==> src/rstc_pkg.sv <==
// shared constants and types of the system reset controller
package rstc_pkg;
   // register offsets
   localparam logic [7:0] ADDR_CAUSE = 8'h00;
   localparam logic [7:0] ADDR_SWTRIG = 8'h01;
   // cause flag positions
   localparam int FLAG_POWERUP = 0;
   localparam int FLAG_BROWNOUT = 1;
   localparam int FLAG_PIN = 2;
   localparam int FLAG_WATCHDOG = 3;
   localparam int FLAG_SOFT = 4;
   localparam int FLAG_DEBUG = 5;
   localparam int SWTRIG_BIT = 0;
   // reset values
   localparam logic [5:0] CAUSE_RST = 6'h00;
   localparam logic [5:0] CAUSE_POWERUP_ONLY = 6'h01;
   localparam logic [2:0] UNLOCK_RST = 3'h0;
   // unlock window, in cpu instructions
   localparam logic [2:0] UNLOCK_INSTR = 3'h4;
   // timing: clock rate and start-up delay step
   localparam int CLK_MHZ = 250;
   localparam int STARTUP_STEP_NS = 1000;
   localparam int STARTUP_STEP_CYC = (STARTUP_STEP_NS * CLK_MHZ + 999) / 1000;
   localparam int FUSE_LOAD_CYC = 8;
   // sequencer states
   typedef enum logic [2:0] {
      ST_RUN = 3'b000,
      ST_HOLD = 3'b001,
      ST_FUSE = 3'b010,
      ST_START = 3'b011,
      ST_SCAN = 3'b100
   } rstc_state_e;
endpackage

==> src/system_reset_controller.sv <==
// system reset controller: source collection, sequencing, cause flags
//
// Overview of operation
// - controller always on; brown-out, pin and watchdog sources gated by enables
// - every reset reloads fuse-backed registers
// - cause flags show source of last reset
// - power-on low supply holds reset through sequence
// - enabled reset pin low holds reset
// - watchdog time-out issues a reset
// - writing trigger bit one resets at once
// - trigger bit always reads zero
// - debug reset only from debug interface
// - only power resets reset debug logic
// - start-up delay only after power resets
// - memory scan extends initialization when enabled
// - runs in active and all sleep modes
// - unlock key then write within four instructions
// - locked write changes nothing, no reset
// - write one clears flag, zero keeps
// - power-on clears all flags but its own
// - flags bits five down to zero
// - after power-on, other flags wait for boot
`timescale 1ns/100ps
module system_reset_controller #(
   parameter int STEP_CYC = rstc_pkg::STARTUP_STEP_CYC, // cycles per start-up step
   parameter int FUSE_CYC = rstc_pkg::FUSE_LOAD_CYC     // fuse reload length
) (
   input wire logic ref_clk,            // peripheral clock
   input wire logic rst,                // async reset, active high
   input wire logic powerupLow,         // power-on detector, async
   input wire logic brownoutLow,        // brown-out detector, async
   input wire logic resetPinN,          // reset pin, async, active low
   input wire logic brownoutEn,         // brown-out source enable
   input wire logic pinResetEn,         // reset pin fuse enable
   input wire logic watchdogEn,         // watchdog source enable
   input wire logic watchdogExpire,     // watchdog time-out, same clock
   input wire logic debugPortReq,       // debug interface reset request
   input wire logic [2:0] startupSel,   // start-up delay setting
   input wire logic memScanAtStart,     // memory scan at start-up fuse
   input wire logic memScanDone,        // memory scan finished
   input wire logic unlockKeyWr,        // key written to unlock register
   input wire logic instrDone,          // one cpu instruction retired
   input wire logic [7:0] regAddr,      // register address
   input wire logic [7:0] wrData,       // write data
   input wire logic wrStb,              // write strobe
   input wire logic rdStb,              // read strobe
   output logic [7:0] rdData,           // read data, cycle after strobe
   output logic sysReset,               // system reset
   output logic fuseReload,             // fuse reload in progress
   output logic debugLogicReset         // reset of debug logic
);
   //////////////////////////////////////////////////////////////////
   // state
   typedef struct packed {
      rstc_pkg::rstc_state_e state; // sequencer state
      logic [5:0] cause;            // cause flags
      logic [2:0] unlockCnt;        // instructions left in unlock window
      logic [15:0] cnt;             // phase counter
      logic swPend;                 // software trigger accepted
      logic pwrCause;               // sequence caused by power source
      logic bootDone;               // full boot ran since power-on
      logic sysRst;                 // registered reset output
      logic fuseLd;                 // registered fuse reload output
      logic dbgRst;                 // registered debug reset output
      logic [7:0] rd;               // registered read data
      logic [1:0] porS;             // power-on synchroniser
      logic [1:0] bodS;             // brown-out synchroniser
      logic [1:0] pinS;             // reset pin synchroniser
   } rstc_regs_s;

   rstc_regs_s q;
   rstc_regs_s d;
   logic porAct;       // power-on source active
   logic bodAct;       // brown-out source active
   logic pinAct;       // pin source active
   logic wdtAct;       // watchdog source active
   logic dbgAct;       // debug source active
   logic anyAct;       // any source active
   logic unlocked;     // unlock window open
   logic [5:0] setVec; // flags requested this cycle
   logic swWr;         // write to trigger register
   logic [15:0] startLen; // start-up delay length

   //////////////////////////////////////////////////////////////////
   // source qualification
   // enables on brown-out, pin and watchdog sources
   assign porAct = q.porS[1];
   assign bodAct = q.bodS[1] & brownoutEn;
   assign pinAct = ~q.pinS[1] & pinResetEn;
   assign wdtAct = watchdogExpire & watchdogEn;
   assign dbgAct = debugPortReq;
   assign anyAct = porAct | bodAct | pinAct | wdtAct | dbgAct | q.swPend;
   assign setVec = {dbgAct, q.swPend, wdtAct, pinAct, bodAct, porAct};
   assign unlocked = q.unlockCnt != 3'h0;
   assign swWr = wrStb && regAddr == rstc_pkg::ADDR_SWTRIG;
   // product cut to 16 bits: setting times step stays far below 16 bits
   assign startLen = 16'(int'(startupSel) * STEP_CYC);

   //////////////////////////////////////////////////////////////////
   // next state
   always_comb begin
      d = q;
      // two-flop synchronisers, first stage read only by second
      d.porS = {q.porS[0], powerupLow};
      d.bodS = {q.bodS[0], brownoutLow};
      d.pinS = {q.pinS[0], resetPinN};
      if (unlockKeyWr) begin
         d.unlockCnt = rstc_pkg::UNLOCK_INSTR;
      end else if (swWr && unlocked) begin
         d.unlockCnt = 3'h0; // one protected write per key
      end else if (instrDone && unlocked) begin
         d.unlockCnt = q.unlockCnt - 3'h1;
      end
      d.swPend = swWr && unlocked && wrData[rstc_pkg::SWTRIG_BIT];
      if (wrStb && regAddr == rstc_pkg::ADDR_CAUSE) begin
         d.cause = q.cause & ~wrData[5:0];
      end
      // set after clear so a new event is never lost
      if (porAct) begin
         d.cause = rstc_pkg::CAUSE_POWERUP_ONLY;
         d.bootDone = 1'b0;
      end else if (q.bootDone) begin
         d.cause = d.cause | setVec;
      end
      // sequencer; no sleep input, so it never stops
      // always running
      if (anyAct) begin
         d.state = rstc_pkg::ST_HOLD;
         d.pwrCause = q.pwrCause | porAct | bodAct;
      end else begin
         case (q.state)
            rstc_pkg::ST_RUN: begin
               d.pwrCause = 1'b0;
            end
            rstc_pkg::ST_HOLD: begin
               d.state = rstc_pkg::ST_FUSE;
               d.cnt = 16'(FUSE_CYC - 1);
            end
            rstc_pkg::ST_FUSE: begin
               d.cnt = q.cnt - 16'h1;
               if (q.cnt == 16'h0) begin
                  if (q.pwrCause && startLen != 16'h0) begin
                     d.state = rstc_pkg::ST_START;
                     d.cnt = startLen - 16'h1;
                  end else if (memScanAtStart) begin
                     d.state = rstc_pkg::ST_SCAN;
                  end else begin
                     d.state = rstc_pkg::ST_RUN;
                  end
               end
            end
            rstc_pkg::ST_START: begin
               d.cnt = q.cnt - 16'h1;
               if (q.cnt == 16'h0) begin
                  d.state = memScanAtStart ? rstc_pkg::ST_SCAN : rstc_pkg::ST_RUN;
               end
            end
            rstc_pkg::ST_SCAN: begin
               if (memScanDone) begin
                  d.state = rstc_pkg::ST_RUN;
               end
            end
            default: begin
               d.state = rstc_pkg::ST_HOLD;
            end
         endcase
      end
      if (d.state == rstc_pkg::ST_RUN && q.state != rstc_pkg::ST_RUN) begin
         d.bootDone = 1'b1;
      end
      d.sysRst = d.state != rstc_pkg::ST_RUN;
      d.fuseLd = d.state == rstc_pkg::ST_FUSE;
      d.dbgRst = d.sysRst && d.pwrCause;
      // read data stands one cycle
      d.rd = 8'h00;
      if (rdStb) begin
         if (regAddr == rstc_pkg::ADDR_CAUSE) begin
            d.rd = {2'b00, q.cause};
         end else if (regAddr == rstc_pkg::ADDR_SWTRIG) begin
            d.rd = 8'h00;
         end
      end
   end

   //////////////////////////////////////////////////////////////////
   // registers; reset assumes supply just came up
   always_ff @(posedge ref_clk or posedge rst) begin
      if (rst) begin
         q <= '{state: rstc_pkg::ST_HOLD, cause: rstc_pkg::CAUSE_RST,
                unlockCnt: rstc_pkg::UNLOCK_RST, cnt: 16'h0000, swPend: 1'b0,
                pwrCause: 1'b1, bootDone: 1'b0, sysRst: 1'b1, fuseLd: 1'b0,
                dbgRst: 1'b1, rd: 8'h00, porS: 2'b11, bodS: 2'b00, pinS: 2'b11};
      end else begin
         q <= d;
      end
   end

   assign rdData = q.rd;
   assign sysReset = q.sysRst;
   assign fuseReload = q.fuseLd;
   assign debugLogicReset = q.dbgRst;
endmodule // system_reset_controller

==> config.mk <==
export PLATFORM = sky130hd
export DESIGN_NAME = system_reset_controller
export DESIGN_NICKNAME = d
export VERILOG_FILES = /design/src/rstc_pkg.sv /design/src/system_reset_controller.sv
export SDC_FILE = /design/constraint.sdc
export NUM_CORES = 1
export LEC_CHECK = 0
export ABC_AREA = 0
export BUFFER_PORTS_ARGS = -buffer_cell sky130_fd_sc_hd__buf_2
export CORE_ASPECT_RATIO = 1.25
export CORE_MARGIN = 2
export CORE_UTILIZATION = 57
export DETAILED_ROUTE_END_ITERATION = 10
export GPL_TIMING_DRIVEN = 0
export PLACE_DENSITY = 0.8
export RECOVER_POWER = 25
export SLEW_MARGIN = 40
export SYNTH_ARGS = -nofsm -noshare
export SYNTH_HDL_FRONTEND = slang
export SYNTH_SLANG_ARGS = --single-unit
==> constraint.sdc <==
create_clock -name ref_clk -period 2.8 [get_ports ref_clk]
set_input_delay 0.28 -clock ref_clk [delete_from_list [all_inputs] [get_ports ref_clk]]
set_output_delay 0.28 -clock ref_clk [all_outputs]
set_load 0.05 [all_outputs]
# ---- Word level (Yosys, flattened, before mapping)
# Cells that the tools add are included.
dict set report word_totals {
  reg_bits 48
  inputBits 35
  out_inout_bits 11
  elab_cells 81
}
dict set report op_classes {
  addsub 3
  mul 1
  eq_ne 6
  muxes 22
  bitwise_logic 15
  reduce_logical 20
}
# cell count
set op_table {}
lappend op_table {{$pmux 16 s3} 1}
lappend op_table {{$mux 16} 2}
lappend op_table {{$mux 6} 5}
lappend op_table {{$mux 3} 9}
lappend op_table {{$logic_not 16->1} 1}
lappend op_table {{$reduce_bool 16->1} 1}
lappend op_table {{$sub 16x1->16 const B} 1}
lappend op_table {{$pmux 3 s5} 1}
lappend op_table {{$reduce_bool 3->1} 5}
lappend op_table {{$sub 11x1->12 const B} 1}
lappend op_table {{$mul 3x7->10 const B} 1}
lappend op_table {{$eq 3x2->1 const B} 3}
lappend op_table {{$eq 8x1->1 const B} 1}
lappend op_table {{$logic_and 1x1->1} 8}
lappend op_table {{$logic_not 8->1} 1}
lappend op_table {{$or 1x1->1} 7}
lappend op_table {{$and 6x6->6} 1}
lappend op_table {{$logic_not 3->1} 2}
lappend op_table {{$not 6->6} 1}
lappend op_table {{$or 6x6->6} 1}
lappend op_table {{$mux 1} 4}
lappend op_table {{$and 1x1->1} 3}
lappend op_table {{$eq 3x1->1 const B} 1}
lappend op_table {{$eq 3x3->1 const B} 1}
lappend op_table {{4 further kinds} 5}

# ---- Logic depth before layout (Yosys ltp)
dict set report depth {
  word_depth 10
  depth_mapped 12
  depth_no_buf 11
}

# ---- Worst setup path before layout
# OpenSTA, ideal clock, no wires.
dict set report synth_timing {
  path_kind {input-to-reg}
  start {input startupSel[0]}
  end {register q[20] (netlist name)}
  setup_time_ns 0.125
  t_arrival_ns 3.190
  required_time_ns 2.675
  slack_ns -0.515
  cell_stages 10
  n_path_buf 1
  path_cell_list {fa_1 > fa_1 > fa_1 > nor4_1 > and2_1 > o2111ai_1 > a31oi_1 > buf_2 > nand2_1 > mux2_2}
}
dict set report synth_between {
  elab_chain_cells 6
}
# item line_no
set synth_rtl {}
lappend synth_rtl {{from (decl)} system_reset_controller.sv:38} ;# input wire logic [2:0] startupSel,
lappend synth_rtl {{$mul 3x7->10} system_reset_controller.sv:97} ;# assign startLen = 16'(int'(startupSel) * STEP_CYC);
lappend synth_rtl {{$reduce_bool 16->1} system_reset_controller.sv:142} ;# if (q.pwrCause && startLen != 16'h0) begin
lappend synth_rtl {{$logic_and 1x1->1} system_reset_controller.sv:142}
lappend synth_rtl {{$mux 16} system_reset_controller.sv:142}
lappend synth_rtl {{$mux 16} system_reset_controller.sv:141} ;# if (q.cnt == 16'h0) begin
lappend synth_rtl {{$pmux 16 s3} system_reset_controller.sv:131} ;# case (q.state)
lappend synth_rtl {{to (signal assigned)} system_reset_controller.sv:189} ;# q <= '{state: rstc_pkg::ST_HOLD, cause: rstc_pkg::CAUSE_RST,
lappend synth_rtl {{to (decl)} system_reset_controller.sv:71} ;# rstc_regs_s q;
# No other way between the ends.
# A chain may end at the register's enable or synchronous reset.

==> metrics.md <==
| Metric | Value |
|---|---|
| Largest net degree at the start of global routing | `27` |
| Final HPWL DP | `4540 um` |
| Final Worst Setup Slack | `-0.277 ns` |
| Yosys reg bits | `46` |
| Drt first-iter violations | `121` |
| Clock Pin Slew Worst Setup and Hold Paths | `0.08 ns` |
| Area contributors post-synth | `dfrtp_1, dfstp_2, ha_1, o21ai_0, a21oi_1` |
| Pwr Density | `427 nW/um2` |
| Area leader, netlist | `dfrtp_1` |
| First-pass GRT wire length | `10100 um` |
| Initial Utilization | `0.599` |
| Worst R2R Setup Slack | `-0.04 ns` |
| Worst-path fanout max | `6` |
| WP data arrival | `3.31 ns` |
| Post-synthesis async set-or-reset flop share | `1.00` |
| Unrepaired setup endpoints after global routing | `yes` |
| CTS buffer count | `5` |
| IO Count | `46` |
| Area fraction of the dominant cell type after synthesis | `0.333` |
| Fin crit period | `3.08 ns` |
| Util after Layout | `0.780` |
| Slowest cell on crit path | `fa_1` |
| Critical Path Source | `startupSel[1]` |
| Nets@finish | `429` |
| WP data required | `3.03 ns` |
| Count of final setup violators | `22` |
| Cells after Synth | `301` |
| Tcrit/Tclk final | `1.10` |
| Reg2reg path depth | `9` |
| RePlAce Congestion | `0.879` |
| H-tree depth | `2` |
| Area of the core | `4760 um2` |
| Post-Syn Area | `2850 um2` |
| Status | `finished, violations left` |
| Synth unique cells | `57` |
| Port Buf Inserts | `41` |
| Worst Hold Path EP | `d[5]` |
| Num rows | `28` |
| Antenna cells | `0` |
| Leakage | `1.67 nW` |
| FF-to-FF End | `q[29]` |
| Vias in the first global route | `2381` |
| Number of synthesized flops with an enable pin | `0` |
| Routed vias | `2571` |
| Die outline width | `67.3 um` |
| Total GRT Usage | `0.230` |
| Slew headroom | `0.337` |
| First drt pass iteration count | `4` |
| CP peak stage delay | `0.51 ns` |
| Final count of hold timing violations | `0` |
| Tot Pwr | `1.59 mW` |
| Clk_lat worst skew | `0.30 ns` |
| DIE HEIGHT | `83.1 um` |
| Overflow after GRT | `0` |
| Share of layout cells above drive strength 1 | `0.354` |
| Area delta synth->final | `30.2%` |
| CTS Buffer Depth | `2` |
| Most frequent cells in the layout | `dfrtp_1, buf_2, buf_4` |
| Antenna violations before repair | `0` |
| CP cell instances | `buf_8, clkinvlp_4, ha_4, ha_4, fa_2, fa_1, nor4_2, and2_4, o2111ai_4, buf_6, buf_6, a41oi_2, o211ai_1, and2_1` |
| VDD IR max | `291 uV` |
| Final ANT Viol Nets | `0` |
| Syn Area/Cell | `9.48 um2` |
| Main synth FF type | `dfrtp_1` |
| Reg2Reg Launch Point | `q[20]` |
| Final WL | `6550 um` |
| Hold Path Depth | `1` |
| # Max-Cap Violations | `0` |
| Worst hold start | `powerupLow` |
| DRC Markers | `0` |
| CTS root buf | `clkbuf_8` |
| CTS tree | `yes` |
| CP Launch Type | `input port` |
| DR vias/cell | `5.86` |
| Hold crit path type | `input port to flop` |
| Sequential share of the synthesized area | `0.407` |
| Failing checks | `setup timing` |
| Synth warn | `0` |
| Fmax | `0.325 GHz` |
| Die footprint | `5590 um2` |
| Worst setup EP type | `flop` |
| Clock sinks | `46` |
| Kind of critical path | `input port to flop` |
| Drt wl/cell | `14.9 um` |
| Setup_tns | `-3.78 ns` |
| Actual slew at the worst max-slew pin | `0.990 ns` |
| Fin. max-slew vios | `0` |
| Worst Skew | `0.00877 ns` |
[Yosys cell counts, types with 6 or more instances]
library cell and instances:
nor2_1 16, dfrtp_1 38, nand2b_1 7, xnor2_1 6, buf_4 9, o21ai_0 22, nor3_1 10, or3_1 6
dfstp_2 8, nor4_1 7, a21oi_1 16, o211ai_1 6, ha_1 12, inv_1 20, nand3_1 13, nand2_1 20
and2_1 9
[worst max-delay path, delay by kind of cell]
family                     cells  cell delay [ns]
buffers and inverters          4             0.51
AOI/OAI and AO/OA              3             0.48
and+or+nand+nor                3             0.72
adders and majority gates      4             1.32
[flip-flops by register name, indices dropped and copies added (netlist names)]
name and count:
d 3, debugLogicReset 1, fuseReload 1, rdData 6, q 33, sysReset 1
porAct 1
[per-stage QoR]
| stage | hold WS [ns] | instance area [um2] | setup slack, ns | cells |
|---|---|---|---|---|
| floorplan | 0.284 | 2950 | -0.278 | 302 |
| global placement | 0.333 | 3230 | -0.781 | 403 |
| detailed placement | 0.250 | 3260 | -0.819 | 404 |
| CTS | 0.0709 | 3540 | -0.253 | 428 |
| global route | 0.0644 | 3710 | -0.370 | 439 |
| finish | 0.0748 | 3710 | -0.277 | 439 |
[report_power, final]
part           switching, mW  internal, mW  total (mW)
Combinational          0.208         0.177       0.385
Sequential            0.0232         0.698       0.721
Clock                  0.217         0.263       0.480
Total                  0.448          1.14        1.59
[metal layers]
metal | global-route usage | part of all wire
met3 | 0.0352 | 0.041
met2 | 0.428 | 0.55
met5 | 0 | 0
met4 | 0.0835 | 0.027
met1 | 0.253 | 0.38
[cell type report]
type	instances	area, um2
Inverter	20	83.8
Buffer	15	134
Clock inverter	3	40.0
Tap cell	60	75.1
Clock buffer	5	68.8
Fill cell	332	1050
Multi-Input combinational cell	221	1680
Timing Repair Buffer	69	469
Sequential cell	46	1160
[what timing repair did]
item                       4_1_cts  5_1_grt
setup endpoints to repair       22       22
setup buffers                   15       11
gates resized for setup         13       19
hold endpoints to repair        15        0
pin swaps                       10       18
hold buffers                     1        0
[how the worst max path moves through the flow]
| stage | end | slack (ns) | depth (start not counted) |
|---|---|---|---|
| floorplan | q[20] | -0.28 | 12 |
| global placement | q[20] | -0.78 | 13 |
| detailed placement | q[20] | -0.82 | 13 |
| CTS | q[29] | -0.25 | 11 |
| global route | q[29] | -0.37 | 13 |
| finish | debugLogicReset | -0.28 | 14 |
[cell families after synthesis]
group / Yosys count / share of synthesized area
simple gates: 107 / 0.202
compound gates: 79 / 0.182
fa+ha+maj: 16 / 0.0807
other cells: 1 / 0.00131
mux: 7 / 0.0259
xor+xnor: 10 / 0.0307
buf+inv: 35 / 0.0710
flops: 46 / 0.407
(Power assumes the default switching activity.)
